$ cat src/include/pins_regs.svh
// offsets, fields, resets and timing counts of the pin block
//==============================================================
// Overview of operation
// - program-store strobe pulses low, high unless a code fetch runs
// - address latch strobe is two oscillator cycles wide (1.5 rounded up), every four cycles
// - address latch strobe is forced high while reset is held
// - strobe-suppress bit set to 1 stops the latch strobe, holding it high
// - memory accesses pulse the latch strobe whatever the suppress bit says
// - low-byte port is 8 bits, bidirectional, open-drain as general I/O
// - while the latch strobe is high the low address byte sits on the port
// - after the latch strobe falls the low port becomes the data bus
// - as a memory bus the low port drives high levels actively
// - reset leaves low-port pins at high impedance
// - reset sets second-port latch bits to 1, pins held by weak pullup
// - a second-port pin latched at 1 also reads as an input
// - writing 0 to a second-port bit turns on a strong pulldown until 1 or reset
// - writing 1 over 0 gives a brief strong pull-up, then weak pullup
// - second-port bits 0 and 1 carry timer 2 I/O and its trigger
// - second-port bits 2 and 3 carry serial port 1 receive and transmit
// - bit 4 is rising-edge interrupt 2, bit 5 falling-edge interrupt 3
// - bit 6 is rising-edge interrupt 4, bit 7 falling-edge interrupt 5
// - upper address port gives the high address byte during accesses
`ifndef PINS_REGS_SVH
`define PINS_REGS_SVH

//==============================================================
// register byte offsets
`define OFS_POWER_MGMT 8'h00
`define OFS_LOW_LATCH 8'h04
`define OFS_LOW_PINS 8'h08
`define OFS_SECOND_LATCH 8'h0c
`define OFS_SECOND_PINS 8'h10
`define OFS_EDGE_FLAGS 8'h14
`define OFS_BUS_STATUS 8'h18

//==============================================================
// fields and reset values
`define STROBE_SUPPRESS_POS 2
`define LATCH_RESET 8'hff
`define EDGE_RISE_MASK 4'h5

//==============================================================
// timing in oscillator cycles (aclk is the oscillator)
`define ALE_WIDTH_TENTHS 15
`define ALE_HIGH_CYC ((`ALE_WIDTH_TENTHS + 9) / 10)
`define ALE_PERIOD_CYC 4

`endif

$ cat src/include/pins_pkg.sv
// types shared by the pin block modules
package pins_pkg;

  // kind of external memory cycle requested by the core side
  typedef enum logic [1:0] {
    ACC_FETCH,
    ACC_READ,
    ACC_WRITE
  } acc_kind_t;

  typedef logic [1:0] phase_t;

endpackage

$ cat src/core/edge_detect.sv
// edge detector for the four external interrupt pins
`timescale 1ns/1ps
`include "pins_regs.svh"
module edge_detect
  import pins_pkg::*;
(
  input wire logic aclk,
  input wire logic aresetn,
  input wire logic [3:0] pins,
  output logic [3:0] pulse
);

  logic [3:0] prev_r;
  logic valid_r;
  localparam logic [3:0] RISE = `EDGE_RISE_MASK;

  // one sample per clock; the first after reset is not compared, so no false edge
  always_ff @(posedge aclk) begin
    if (!aresetn) begin
      prev_r <= 4'hf;
      valid_r <= 1'b0;
    end else begin
      prev_r <= pins;
      valid_r <= 1'b1;
    end
  end

  // rising on bits 0 and 2, falling on bits 1 and 3
  always_comb begin
    pulse = {4{valid_r}} & ((RISE & pins & ~prev_r) | (~RISE & ~pins & prev_r));
  end

  edge_rise_a: assert property (@(posedge aclk) disable iff (!aresetn)
    (valid_r && prev_r[0] == 1'b0 && pins[0]) |-> pulse[0])
    else $error("rising edge on interrupt 2 missed");

  edge_fall_a: assert property (@(posedge aclk) disable iff (!aresetn)
    pulse[3] |-> (!pins[3] && $past(pins[3])))
    else $error("falling pulse on interrupt 5 without a falling edge");

endmodule // edge_detect

$ cat src/core/strobe_gen.sv
// machine-cycle phase counter and address latch strobe
`timescale 1ns/1ps
`include "pins_regs.svh"
module strobe_gen
  import pins_pkg::*;
(
  input wire logic aclk,
  input wire logic aresetn,
  input wire logic suppress,
  input wire logic acc_next,
  output phase_t phase,
  output logic ale
);

  localparam phase_t LAST = phase_t'(`ALE_PERIOD_CYC - 1);
  localparam phase_t HIGH_END = phase_t'(`ALE_HIGH_CYC - 1);

  // free-running four-state phase, one machine cycle per wrap
  always_ff @(posedge aclk) begin
    if (!aresetn) begin
      phase <= LAST;
    end else begin
      phase <= (phase == LAST) ? '0 : phase + 2'd1;
    end
  end

  // low half kept high only while suppressed and idle
  always_ff @(posedge aclk) begin
    if (!aresetn) begin
      ale <= 1'b1;
    end else if (phase == LAST) begin
      ale <= 1'b1;
    end else if (phase < HIGH_END) begin
      ale <= ale;
    end else begin
      ale <= ale && suppress && !acc_next;
    end
  end

  ale_width_a: assert property (@(posedge aclk) disable iff (!aresetn)
    ($rose(ale) && phase == 2'd0 && !suppress) ##1 !suppress |-> ale ##1 !ale [*2])
    else $error("latch strobe not two cycles high in a four cycle period");

endmodule // strobe_gen

$ cat src/core/port_and_external_bus_pins.sv
// external bus strobes, open-drain low port and quasi-bidirectional second port
//
// Decided for this implementation: the AXI4-Lite register port and the register addresses.
`timescale 1ns/1ps
`include "pins_regs.svh"
module port_and_external_bus_pins
  import pins_pkg::*;
(
  input wire logic aclk,
  input wire logic aresetn,
  // AXI4-Lite register slave
  input wire logic [7:0] s_axi_awaddr,
  input wire logic [2:0] s_axi_awprot,
  input wire logic s_axi_awvalid,
  output logic s_axi_awready,
  input wire logic [31:0] s_axi_wdata,
  input wire logic [3:0] s_axi_wstrb,
  input wire logic s_axi_wvalid,
  output logic s_axi_wready,
  output logic [1:0] s_axi_bresp,
  output logic s_axi_bvalid,
  input wire logic s_axi_bready,
  input wire logic [7:0] s_axi_araddr,
  input wire logic [2:0] s_axi_arprot,
  input wire logic s_axi_arvalid,
  output logic s_axi_arready,
  output logic [31:0] s_axi_rdata,
  output logic [1:0] s_axi_rresp,
  output logic s_axi_rvalid,
  input wire logic s_axi_rready,
  // core-side external memory request
  input wire logic mem_req,
  input wire acc_kind_t mem_kind,
  input wire logic [15:0] mem_addr,
  input wire logic [7:0] mem_wdata,
  output logic [7:0] mem_rdata,
  output logic mem_done,
  // strobes and upper address port
  output logic program_store_strobe_n,
  output logic addr_latch_strobe,
  output logic [7:0] addr_high_out,
  output logic [7:0] addr_high_oe_n,
  // multiplexed low address/data port
  input wire logic [7:0] mux_addr_data_low_in,
  output logic [7:0] mux_addr_data_low_out,
  output logic [7:0] mux_addr_data_low_oe_n,
  // second port pins
  input wire logic [7:0] second_port_in,
  output logic [7:0] second_port_out,
  output logic [7:0] second_port_oe_n,
  output logic [7:0] second_port_weak_pullup,
  // alternate functions of the second port
  output logic timer2_io_pin,
  input wire logic timer2_drive,
  output logic timer2_trigger_pin,
  output logic serial1_receive,
  input wire logic serial1_transmit,
  output logic ext_irq_two_rise,
  output logic ext_irq_three_fall,
  output logic ext_irq_four_rise,
  output logic ext_irq_five_fall
);

  localparam logic [1:0] RESP_OKAY = 2'b00;
  localparam logic [1:0] RESP_SLVERR = 2'b10;

  //==============================================================
  // declarations
  phase_t phase;
  logic acc_r;
  logic acc_nxt;
  acc_kind_t kind_r;
  logic [15:0] addr_r;
  logic [7:0] wdata_r;
  logic [7:0] power_management_reg_r;
  logic [7:0] low_latch_r;
  logic [7:0] second_latch_r;
  logic [7:0] second_eff;
  logic [7:0] eff_prev_r;
  logic [7:0] kick;
  logic [3:0] edge_pulse;
  logic [3:0] edge_flags_r;
  logic strobe_suppress_bit;
  logic aw_hold_r;
  logic w_hold_r;
  logic [7:0] awaddr_r;
  logic [7:0] wbyte_r;
  logic wlane_r;
  logic wr_fire;
  logic rd_fire;
  logic [7:0] rd_byte;
  logic rd_hit;

  function automatic logic known_ofs(input logic [7:0] a);
    known_ofs = (a == `OFS_POWER_MGMT) || (a == `OFS_LOW_LATCH) || (a == `OFS_LOW_PINS) ||
      (a == `OFS_SECOND_LATCH) || (a == `OFS_SECOND_PINS) || (a == `OFS_EDGE_FLAGS) ||
      (a == `OFS_BUS_STATUS);
  endfunction

  function automatic logic wr_to(input logic [7:0] a);
    wr_to = wr_fire && wlane_r && (awaddr_r == a);
  endfunction

  assign strobe_suppress_bit = power_management_reg_r[`STROBE_SUPPRESS_POS];

  //==============================================================
  // AXI4-Lite write channel: address and data held until both are in
  assign s_axi_awready = !aw_hold_r && !s_axi_bvalid;
  assign s_axi_wready = !w_hold_r && !s_axi_bvalid;
  assign wr_fire = aw_hold_r && w_hold_r && !s_axi_bvalid;

  always_ff @(posedge aclk) begin
    if (!aresetn) begin
      aw_hold_r <= 1'b0;
      awaddr_r <= 8'h00;
    end else if (s_axi_awvalid && s_axi_awready) begin
      aw_hold_r <= 1'b1;
      awaddr_r <= {s_axi_awaddr[7:2], 2'b00};
    end else if (wr_fire) begin
      aw_hold_r <= 1'b0;
    end
  end

  always_ff @(posedge aclk) begin
    if (!aresetn) begin
      w_hold_r <= 1'b0;
      wbyte_r <= 8'h00;
      wlane_r <= 1'b0;
    end else if (s_axi_wvalid && s_axi_wready) begin
      w_hold_r <= 1'b1;
      wbyte_r <= s_axi_wdata[7:0];
      wlane_r <= s_axi_wstrb[0];
    end else if (wr_fire) begin
      w_hold_r <= 1'b0;
    end
  end

  // response one cycle after both halves are held; unmapped offsets answer slverr
  always_ff @(posedge aclk) begin
    if (!aresetn) begin
      s_axi_bvalid <= 1'b0;
      s_axi_bresp <= RESP_OKAY;
    end else if (wr_fire) begin
      s_axi_bvalid <= 1'b1;
      s_axi_bresp <= known_ofs(awaddr_r) ? RESP_OKAY : RESP_SLVERR;
    end else if (s_axi_bready) begin
      s_axi_bvalid <= 1'b0;
    end
  end

  //==============================================================
  // AXI4-Lite read channel
  assign s_axi_arready = !s_axi_rvalid;
  assign rd_fire = s_axi_arvalid && s_axi_arready;

  always_comb begin
    rd_hit = 1'b1;
    unique case ({s_axi_araddr[7:2], 2'b00})
      `OFS_POWER_MGMT: rd_byte = power_management_reg_r;
      `OFS_LOW_LATCH: rd_byte = low_latch_r;
      `OFS_LOW_PINS: rd_byte = mux_addr_data_low_in;
      `OFS_SECOND_LATCH: rd_byte = second_latch_r;
      `OFS_SECOND_PINS: rd_byte = second_port_in;
      `OFS_EDGE_FLAGS: rd_byte = {4'h0, edge_flags_r};
      `OFS_BUS_STATUS: rd_byte = {7'h00, acc_r};
      default: begin
        rd_byte = 8'h00;
        rd_hit = 1'b0;
      end
    endcase
  end

  always_ff @(posedge aclk) begin
    if (!aresetn) begin
      s_axi_rvalid <= 1'b0;
      s_axi_rdata <= 32'h0000_0000;
      s_axi_rresp <= RESP_OKAY;
    end else if (rd_fire) begin
      s_axi_rvalid <= 1'b1;
      s_axi_rdata <= {24'h00_0000, rd_byte};
      s_axi_rresp <= rd_hit ? RESP_OKAY : RESP_SLVERR;
    end else if (s_axi_rready) begin
      s_axi_rvalid <= 1'b0;
    end
  end

  //==============================================================
  // software registers; only the suppress bit of power management is writable
  always_ff @(posedge aclk) begin
    if (!aresetn) begin
      power_management_reg_r <= 8'h00;
    end else if (wr_to(`OFS_POWER_MGMT)) begin
      power_management_reg_r <= wbyte_r & (8'h01 << `STROBE_SUPPRESS_POS);
    end
  end

  always_ff @(posedge aclk) begin
    if (!aresetn) begin
      low_latch_r <= `LATCH_RESET;
    end else if (wr_to(`OFS_LOW_LATCH)) begin
      low_latch_r <= wbyte_r;
    end
  end

  always_ff @(posedge aclk) begin
    if (!aresetn) begin
      second_latch_r <= `LATCH_RESET;
    end else if (wr_to(`OFS_SECOND_LATCH)) begin
      second_latch_r <= wbyte_r;
    end
  end

  // sticky edge flags, write one to clear; a new edge wins over the clear
  always_ff @(posedge aclk) begin
    if (!aresetn) begin
      edge_flags_r <= 4'h0;
    end else begin
      edge_flags_r <= (edge_flags_r & ~(wr_to(`OFS_EDGE_FLAGS) ? wbyte_r[3:0] : 4'h0))
        | edge_pulse;
    end
  end

  //==============================================================
  // external memory cycle: one machine cycle, taken at the boundary
  // back-to-back requests are refused, so a held request runs at most every other machine cycle
  assign acc_nxt = (phase == 2'd3) ? (mem_req && !acc_r) : acc_r;

  strobe_gen u_strobe (
    .aclk(aclk),
    .aresetn(aresetn),
    .suppress(strobe_suppress_bit),
    .acc_next(acc_nxt),
    .phase(phase),
    .ale(addr_latch_strobe)
  );

  always_ff @(posedge aclk) begin
    if (!aresetn) begin
      acc_r <= 1'b0;
      kind_r <= ACC_FETCH;
      addr_r <= 16'h0000;
      wdata_r <= 8'h00;
    end else begin
      acc_r <= acc_nxt;
      if (phase == 2'd3 && mem_req && !acc_r) begin
        kind_r <= mem_kind;
        addr_r <= mem_addr;
        wdata_r <= mem_wdata;
      end
    end
  end

  // read data taken from the pins at the end of the data half
  always_ff @(posedge aclk) begin
    if (!aresetn) begin
      mem_rdata <= 8'h00;
      mem_done <= 1'b0;
    end else begin
      mem_done <= acc_r && phase == 2'd3;
      if (acc_r && phase == 2'd3 && kind_r != ACC_WRITE) begin
        mem_rdata <= mux_addr_data_low_in;
      end
    end
  end

  //==============================================================
  // pin drive for the bus side
  always_comb begin
    program_store_strobe_n = !(acc_r && kind_r == ACC_FETCH && phase[1]);
    addr_high_out = acc_r ? addr_r[15:8] : 8'hff;
    addr_high_oe_n = {8{!acc_r}};
  end

  // address half drives all bits, data half only on writes; idle is open-drain
  always_comb begin
    if (acc_r && !phase[1]) begin
      mux_addr_data_low_out = addr_r[7:0];
      mux_addr_data_low_oe_n = 8'h00;
    end else if (acc_r) begin
      mux_addr_data_low_out = wdata_r;
      mux_addr_data_low_oe_n = {8{kind_r != ACC_WRITE}};
    end else begin
      mux_addr_data_low_out = 8'h00;
      mux_addr_data_low_oe_n = low_latch_r;
    end
  end

  //==============================================================
  // second port: quasi-bidirectional with alternate outputs merged into the latch
  always_comb begin
    second_eff = second_latch_r & {4'hf, serial1_transmit, 2'b11, timer2_drive};
    kick = second_eff & ~eff_prev_r;
  end

  always_ff @(posedge aclk) begin
    if (!aresetn) begin
      eff_prev_r <= `LATCH_RESET;
    end else begin
      eff_prev_r <= second_eff;
    end
  end

  // strong low for 0, one strong-high cycle after a rise, else weak pullup
  always_comb begin
    second_port_out = second_eff;
    second_port_oe_n = second_eff & ~kick;
    second_port_weak_pullup = second_eff;
  end

  // alternate inputs read the pins directly
  always_comb begin
    timer2_io_pin = second_port_in[0];
    timer2_trigger_pin = second_port_in[1];
    serial1_receive = second_port_in[2];
  end

  edge_detect u_edges (
    .aclk(aclk),
    .aresetn(aresetn),
    .pins(second_port_in[7:4]),
    .pulse(edge_pulse)
  );

  assign ext_irq_two_rise = edge_pulse[0];
  assign ext_irq_three_fall = edge_pulse[1];
  assign ext_irq_four_rise = edge_pulse[2];
  assign ext_irq_five_fall = edge_pulse[3];

  //==============================================================
  // checks
  program_store_strobe_n_idle_a: assert property (@(posedge aclk) disable iff (!aresetn)
    (!acc_r || kind_r != ACC_FETCH) |-> program_store_strobe_n)
    else $error("program strobe low outside a fetch");

  program_store_strobe_n_pulse_a: assert property (@(posedge aclk) disable iff (!aresetn)
    (acc_r && kind_r == ACC_FETCH && phase == 2'd1) |=> !program_store_strobe_n [*2])
    else $error("program strobe not low for the data half of a fetch");

  ale_reset_a: assert property (@(posedge aclk)
    !aresetn |=> addr_latch_strobe)
    else $error("latch strobe not high after reset");

  ale_suppress_a: assert property (@(posedge aclk) disable iff (!aresetn)
    (phase == 2'd3 && strobe_suppress_bit && !acc_nxt) ##2 strobe_suppress_bit
      |=> addr_latch_strobe)
    else $error("latch strobe pulsed while suppressed");

  ale_access_a: assert property (@(posedge aclk) disable iff (!aresetn)
    (acc_r && phase == 2'd0) |-> addr_latch_strobe)
    else $error("latch strobe missing during an access");

  addr_present_a: assert property (@(posedge aclk) disable iff (!aresetn)
    (acc_r && addr_latch_strobe) |->
      (mux_addr_data_low_out == addr_r[7:0] && mux_addr_data_low_oe_n == 8'h00))
    else $error("low address byte not driven while latch strobe high");

  low_reset_a: assert property (@(posedge aclk)
    !aresetn |=> (mux_addr_data_low_oe_n == 8'hff))
    else $error("low port not released after reset");

  second_reset_a: assert property (@(posedge aclk)
    !aresetn |=> (second_latch_r == 8'hff && second_port_weak_pullup == 8'hff))
    else $error("second port latch not all ones after reset");

  pulldown_hold_a: assert property (@(posedge aclk) disable iff (!aresetn)
    ((~second_eff & (second_port_oe_n | second_port_out)) == 8'h00))
    else $error("second port low bit not strongly pulled down");

  kick_once_a: assert property (@(posedge aclk) disable iff (!aresetn)
    $rose(second_eff[0]) |-> !second_port_oe_n[0] ##1 (second_port_oe_n[0] || !second_eff[0]))
    else $error("strong pull-up not exactly one cycle");

endmodule // port_and_external_bus_pins

$ cat config.mk
export PLATFORM = sky130hd
export DESIGN_NAME = port_and_external_bus_pins
export DESIGN_NICKNAME = d
export VERILOG_FILES = /design/src/include/pins_pkg.sv /design/src/core/edge_detect.sv /design/src/core/strobe_gen.sv /design/src/core/port_and_external_bus_pins.sv
export VERILOG_INCLUDE_DIRS = /design/src /design/src/include
export SDC_FILE = /design/constraint.sdc
export NUM_CORES = 1
export LEC_CHECK = 0
export BUFFER_PORTS_ARGS = -buffer_cell sky130_fd_sc_hd__buf_4
export CORE_ASPECT_RATIO = 1.4
export CORE_MARGIN = 2
export CORE_UTILIZATION = 50
export CTS_CLUSTER_SIZE = 8
export DETAILED_ROUTE_END_ITERATION = 16
export GPL_TIMING_DRIVEN = 1
export PLACE_DENSITY_LB_ADDON = 0.2
export SLEW_MARGIN = 10
export SYNTH_ARGS = -nofsm -noshare
export SYNTH_HDL_FRONTEND = slang
export SYNTH_SLANG_ARGS = --single-unit
$ cat constraint.sdc
create_clock -name aclk -period 3.7 [get_ports aclk]
set_input_delay 0 -clock aclk [delete_from_list [all_inputs] [get_ports aclk]]
set_output_delay 0 -clock aclk [all_outputs]
set_load 0.03 [all_outputs]
==> results of run 1 <==
-- area by class of cell --
cell class / count / area share (%)
clock buffers: 12 / 3.82
flip-flops and latches: 102 / 31.7
repair buffers: 220 / 27.8
clock inverters: 4 / 1.09
well taps: 107 / 2.08
multi-input cells: 370 / 33.0
inverters: 9 / 0.524
-- cell usage after synthesis, types with 2 or more instances --
cell | instances | share of area (%)
dfxtp_1 | 102 | 44
and2_1 | 11 | 1.5
a21oi_1 | 42 | 4.6
nand2_1 | 92 | 7.5
o21a_1 | 4 | 0.65
and3b_1 | 2 | 0.38
a2bb2oi_1 | 3 | 0.57
inv_1 | 9 | 0.73
nor2_1 | 48 | 3.9
and3_1 | 7 | 0.95
a211oi_1 | 2 | 0.33
and4_1 | 2 | 0.38
ha_1 | 2 | 0.54
nor2b_1 | 4 | 0.54
nor3b_1 | 3 | 0.49
a21boi_0 | 4 | 0.65
nand3_1 | 8 | 0.87
clkbuf_1 | 22 | 1.8
a22oi_1 | 5 | 0.82
buf_2 | 2 | 0.22
a32oi_1 | 3 | 0.57
a311oi_1 | 2 | 0.38
nand2b_1 | 26 | 3.5
buf_1 | 2 | 0.16
mux2_2 | 6 | 1.5
buf_4 | 50 | 8.2
o21ai_0 | 8 | 0.87
a22o_1 | 5 | 0.95
mux2i_1 | 42 | 9.1
-- power by group --
group / leakage (nW) / internal, W / switching [W]
combinational: 1.85 / 0.000218 / 0.000294
clock: 0.157 / 0.000610 / 0.000401
sequential: 0.833 / 0.00115 / 0.0000473
total: 2.84 / 0.00198 / 0.000742
-- placed cells by master, fill, tap and decap left out, types with 3 or more instances in the layout --
master           n
a21boi_0         4
and3_1           7
mux2_2           6
buf_4          163
clkbuf_16        9
o21ai_0          8
nand2_1         92
dlygate4sd3_1   57
mux2i_1         42
and2_1          11
a22oi_1          5
dfxtp_1        102
nor3b_1          3
a21oi_1         42
conb_1          26
a32oi_1          3
nor2_1          48
nand3_1          8
o21a_1           4
inv_1            8
a2bb2oi_1        3
a22o_1           5
nand2b_1        26
nor2b_1          4
-- metal layers --
layer / share of wire, % / global-route usage, % / wire, µm / vias up
met5: 0 / 0 / 0 / -
met4: 3.2 / 11.7 / 396 / 0
met3: 5.4 / 5.68 / 678 / 30
met2: 53 / 43.6 / 6620 / 150
met1: 39 / 28.8 / 4870 / 1994
li1: - / - / - / 2065
-- registers in the layout (all words and copies together) (netlist names), 2 cells and up --
register and count:
edge_flags_r 4, low_latch_r 8, addr_r 16, second_latch_r 8, mem_rdata 8, u_strobe.phase 2
wdata_r 8, eff_prev_r 8, kind_r 2, s_axi_rdata 8, u_edges.prev_r 4, awaddr_r 6
wbyte_r 8
-- kinds of logic after synthesis --
logic type                 after synthesis  synth area share, %
and+or+nand+nor                        213                 22.2
buffers and inverters                   86                 11.3
AOI/OAI and AO/OA                       81                 10.9
muxes                                   48                 10.6
DFF                                    102                 44.4
adders and majority gates                2                0.544
other                                    1               0.0815
-- worst max path at each step --
stage / from / to / slack (ps) / cells after the start
after floorplan: s_axi_bvalid / low_latch_r[0] / 1880 / 5
after global placement: acc_r / u_strobe.ale / 1310 / 5
after detailed placement: acc_r / u_strobe.ale / 1260 / 5
after CTS: acc_r / mux_addr_data_low_oe_n[7] / 940 / 4
after global routing: acc_r / mux_addr_data_low_oe_n[2] / 720 / 4
final: acc_r / mux_addr_data_low_oe_n[7] / 960 / 4
-- through the flow --
stage | util, % | instance area [µm²]
floorplan | - | 4690
global placement | 62.0 | 5560
detailed placement | 62.0 | 5560
CTS | 71.9 | 6450
global route | 71.9 | 6450
finish | 71.9 | 6450
-- worst register-to-register path, delay by kind of cell, from the launching register on --
kind | cells | cell delay (ps)
compound gates | 2 | 520
buf+inv | 2 | 910
flops | 1 | 560
simple gates | 1 | 380
==> results.yml, run 1 <==
critical_path:
  crit_family: "flip-flops"
  crit_slowest_cell: "dfxtp_1"
  r2r_setup_slack_ps: 1220
  startpoint_type: "flip-flop"
  r2r-end: "u_strobe.ale"
  crit_chain: "inv_1 > a21oi_1 > nor2_1 > buf_4"
  max_stage_delay_ps: 830
  worstPathMaxFanout: 21
  critical_path_class: "reg2out"
  r2r-start: "acc_r"
  required_ps: 3700
  crit_arrival_ps: 2740
  r2r_cells: 5
  path_buf_inv: 2
  critPathCaptureType: "output port"
die:
  die_w_um: 85.1
  pin_count: 225
  die-area_um2: 9990
  fp.dieH_um: 117
  core_um2: 8980
  rows: 41
  initial_core_util_pct: 51.2
clock_network:
  post_cts.repair.setup_buffers: 0
  htree_levels: 3
  cts_resized: 0
  cts_hold_buf: 57
  clk_path_buf_depth: 2
  cts_root_buf: "clkbuf_16"
  numCtsBuffers: 9
  clk_pin_slew_worst_paths_ps: 70
  cts_tree: "yes"
  clk_latency_ps: 340
  cts_sinks: 102
global_route:
  grt_pass1_wl_um: 20100
  grt_start_max_net_pins: 59
  track_usage_pct: 25.1
  grt_pass1_vias: 4153
  grt-ovfl-total: 0
  antenna_found_initial: 0
logic_synthesis:
  synth_ff_type: "dfxtp_1"
  synthesis.area_um2: 4600
  ys_seq_area_share_pct: 44.4
  synth_edf_count: 0
  postSynthCellCount: 533
  synth_warnings: 0
  ys_ff_latch: 102
  synth-async-reset-ratio_pct: 0
  syn_avg_cell_area_um2: 8.63
  ys_types: 44
drt:
  routed-via-count: 4239
  antenna_left: 0
  drt-wirelength-per-cell_um: 15.2
  dr.first_iter.drc_count: 212
  drtPass1Iterations: 5
  wl_um: 12600
  vias_per_cell: 5.14
  drc_errors: 0
placement:
  gp_congestion: 0.833
  portBuffers: 161
  place_inst: 751
  hpwl_um: 8400
  preCtsSetupSlack_ps: 1260
min_path:
  hp-start: "aresetn"
  min_path_cells: 1
  hold_path_class: "in2reg"
  min_to: "u_edges.valid_r"
finish:
  multi_input_area_um2: 2130
  diodes: 0
  finalNonFillerCells: 824
  drive_above_1_share_pct: 26.2
  fillers: 692
  area_delta_synth_final_pct: 40.3
  nNetsFinal: 824
  regArea_um2: 2040
sta:
  slew_viol_final: 0
  setup_viol: 0
  period_share_pct: 73.9
  holdWs_ps: 1.21
  setup_tns_ps: 0
  tightest_slew_ps: 1010
  hold_viol: 0
  rsz0062_at_grt: "no"
  skew_ps: 4.81
  min_period_ps: 2740
  setup_ws_ps: 964
  relSlewSlack_pct: 32.1
  timing.fmax_mhz: 366
pwr:
  ir_worst_vdd_v: 0.000321
  finalPower_w: 0.00272
  power_density_nw_per_um2: 422
  p_leak_nw: 2.84
flow_run:
  maxCapViolCount: 0
outcome:
  outcome: "finished, final reports clean"
Power figures use the tool's default switching activity.
==> run 2: changes to the inputs <==
--- a/config.mk
+++ b/config.mk
@@ -9,7 +9,7 @@
 export BUFFER_PORTS_ARGS = -buffer_cell sky130_fd_sc_hd__buf_4
 export CORE_ASPECT_RATIO = 1.4
 export CORE_MARGIN = 2
-export CORE_UTILIZATION = 50
+export CORE_UTILIZATION = 42
 export CTS_CLUSTER_SIZE = 8
 export DETAILED_ROUTE_END_ITERATION = 16
 export GPL_TIMING_DRIVEN = 1
==> constraint.sdc (replaced) <==
create_clock -name aclk -period 2.25 [get_ports aclk]
set_input_delay 0 -clock aclk [delete_from_list [all_inputs] [get_ports aclk]]
set_output_delay 0 -clock aclk [all_outputs]
set_load 0.03 [all_outputs]
==> results.yml, run 2 (same netlist as run 1, synthesis figures left out) <==
critical_path:
  r2r-end: "addr_r[10]"
  r2r_cells: 4
  crit_arrival_ps: 2070
  cpMostUsedCell: "buf_4"
  worstPathMaxFanout: 19
  critical_path_class: "reg2out"
  crit_slowest_cell: "a21oi_1"
  max_stage_delay_ps: 570
  cp-startpoint: "acc_r"
  cp.depth: 6
  required_ps: 2250
  r2r_setup_slack_ps: 380
  path_buf_inv: 4
  crit_chain: "buf_4 > inv_1 > buf_4 > a21oi_1 > nor2_1 > buf_4"
  r2r-start: "u_strobe.phase[0]"
  critPathCaptureType: "output port"
  startpoint_type: "flip-flop"
  crit_family: "buffers and inverters"
sta:
  period_share_pct: 91.8
  timing.fmax_mhz: 484
  holdWs_ps: 2.71
  rsz0062_at_grt: "no"
  setup_viol: 0
  relSlewSlack_pct: 39.5
  setup_ws_ps: 184
  min_period_ps: 2070
  hold_viol: 0
  setup_tns_ps: 0
  skew_ps: 9.31
  slew_viol_final: 0
  tightest_slew_ps: 907
clock_network:
  cts_resized: 0
  cts_root_buf: "clkbuf_16"
  cts_tree: "yes"
  post_cts.repair.setup_buffers: 0
  clk_latency_ps: 340
  cts_hold_buf: 57
  clk_pin_slew_worst_paths_ps: 70
  cts_sinks: 102
  numCtsBuffers: 9
  htree_levels: 3
  clk_path_buf_depth: 2
die:
  rows: 45
  initial_core_util_pct: 42.8
  core_um2: 10800
  fp.dieH_um: 128
  die-area_um2: 11800
  pin_count: 225
  die_w_um: 92.4
drt:
  wl_um: 12600
  dr.first_iter.drc_count: 156
  drc_errors: 0
  drtPass1Iterations: 4
  routed-via-count: 4187
  antenna_left: 0
  drt-wirelength-per-cell_um: 14.6
  vias_per_cell: 4.84
min_path:
  hp-start: "second_port_in[3]"
  hold_path_class: "in2reg"
  min_to: "s_axi_rdata[3]"
  min_path_cells: 4
finish:
  mostFrequentLayoutCells: "buf_4 (170), dfxtp_1 (102), nand2_1 (92)"
  drive_above_1_share_pct: 26.8
  nNetsFinal: 831
  multi_input_area_um2: 2130
  area_delta_synth_final_pct: 42.4
  largest_reg_flops: 16
  top_register: "addr_r"
  fillers: 922
  regArea_um2: 2040
  mostFrequentLayoutCell: "buf_4"
  diodes: 0
placement:
  portBuffers: 161
  hpwl_um: 8720
  preCtsSetupSlack_ps: 413
  gp_congestion: 0.839
global_route:
  antenna_found_initial: 0
  grt_pass1_vias: 4022
  grt_start_max_net_pins: 49
  grt-ovfl-total: 0
  grt_pass1_wl_um: 19900
  track_usage_pct: 21.2
outcome:
  outcome: "finished, final reports clean"
flow_run:
  maxCapViolCount: 0
pwr:
  ir_worst_vdd_v: 0.000439
  finalPower_w: 0.00448
  power_density_nw_per_um2: 685
  p_leak_nw: 2.87
==> run 2: cell count changes in the layout (fill, tap and decap cells not counted) <==
cell,previous run,this run
clkinv_2,2,0
clkinvlp_4,0,1
buf_4,163,170
clkbuf_1,2,3
==> run 2: through the flow <==
stage	util [%]	instance area, µm²	instances
finish	60.9	6550	865
global route	60.9	6550	865
CTS	60.9	6550	865
detailed placement	52.6	5660	792
global placement	52.6	5660	792
floorplan	-	4690	558
==> run 2: layer usage <==
| metal | share of wire (%) | track usage, % | vias to the layer above |
|---|---|---|---|
| li1 | - | - | 2079 |
| met1 | 40 | 24.4 | 1956 |
| met2 | 52 | 38.2 | 130 |
| met3 | 4.5 | 3.70 | 22 |
| met4 | 2.6 | 9.04 | 0 |
| met5 | 0 | 0 | - |
==> run 2: worst max-delay path by stage <==
| stage | slack (ps) | end |
|---|---|---|
| floorplan | 430 | low_latch_r[0] |
| global placement | 470 | low_latch_r[7] |
| detailed placement | 410 | low_latch_r[5] |
| CTS | 140 | mux_addr_data_low_oe_n[7] |
| global route | 20 | mux_addr_data_low_oe_n[7] |
| finish | 180 | mux_addr_data_low_oe_n[7] |
==> run 2: worst register-to-register path, stage by stage (launching register included) <==
cell and delay, ps:
dfxtp_1 370, ha_1 270, and3_1 790, nand2_1 160, a21oi_1 180
==> run 2: area by class of cell <==
type	instances	share of cell area, %
inverters	9	0.516
clock buffers	13	3.82
clock inverters	3	1.03
repair buffers	227	28.2
multi-input cells	370	32.5
well taps	141	2.69
flip-flops and latches	102	31.2
==> run 2: report_power, final <==
part | internal [W] | switching (W)
combinational | 0.000369 | 0.000506
sequential | 0.00189 | 0.0000556
clock | 0.00101 | 0.000652
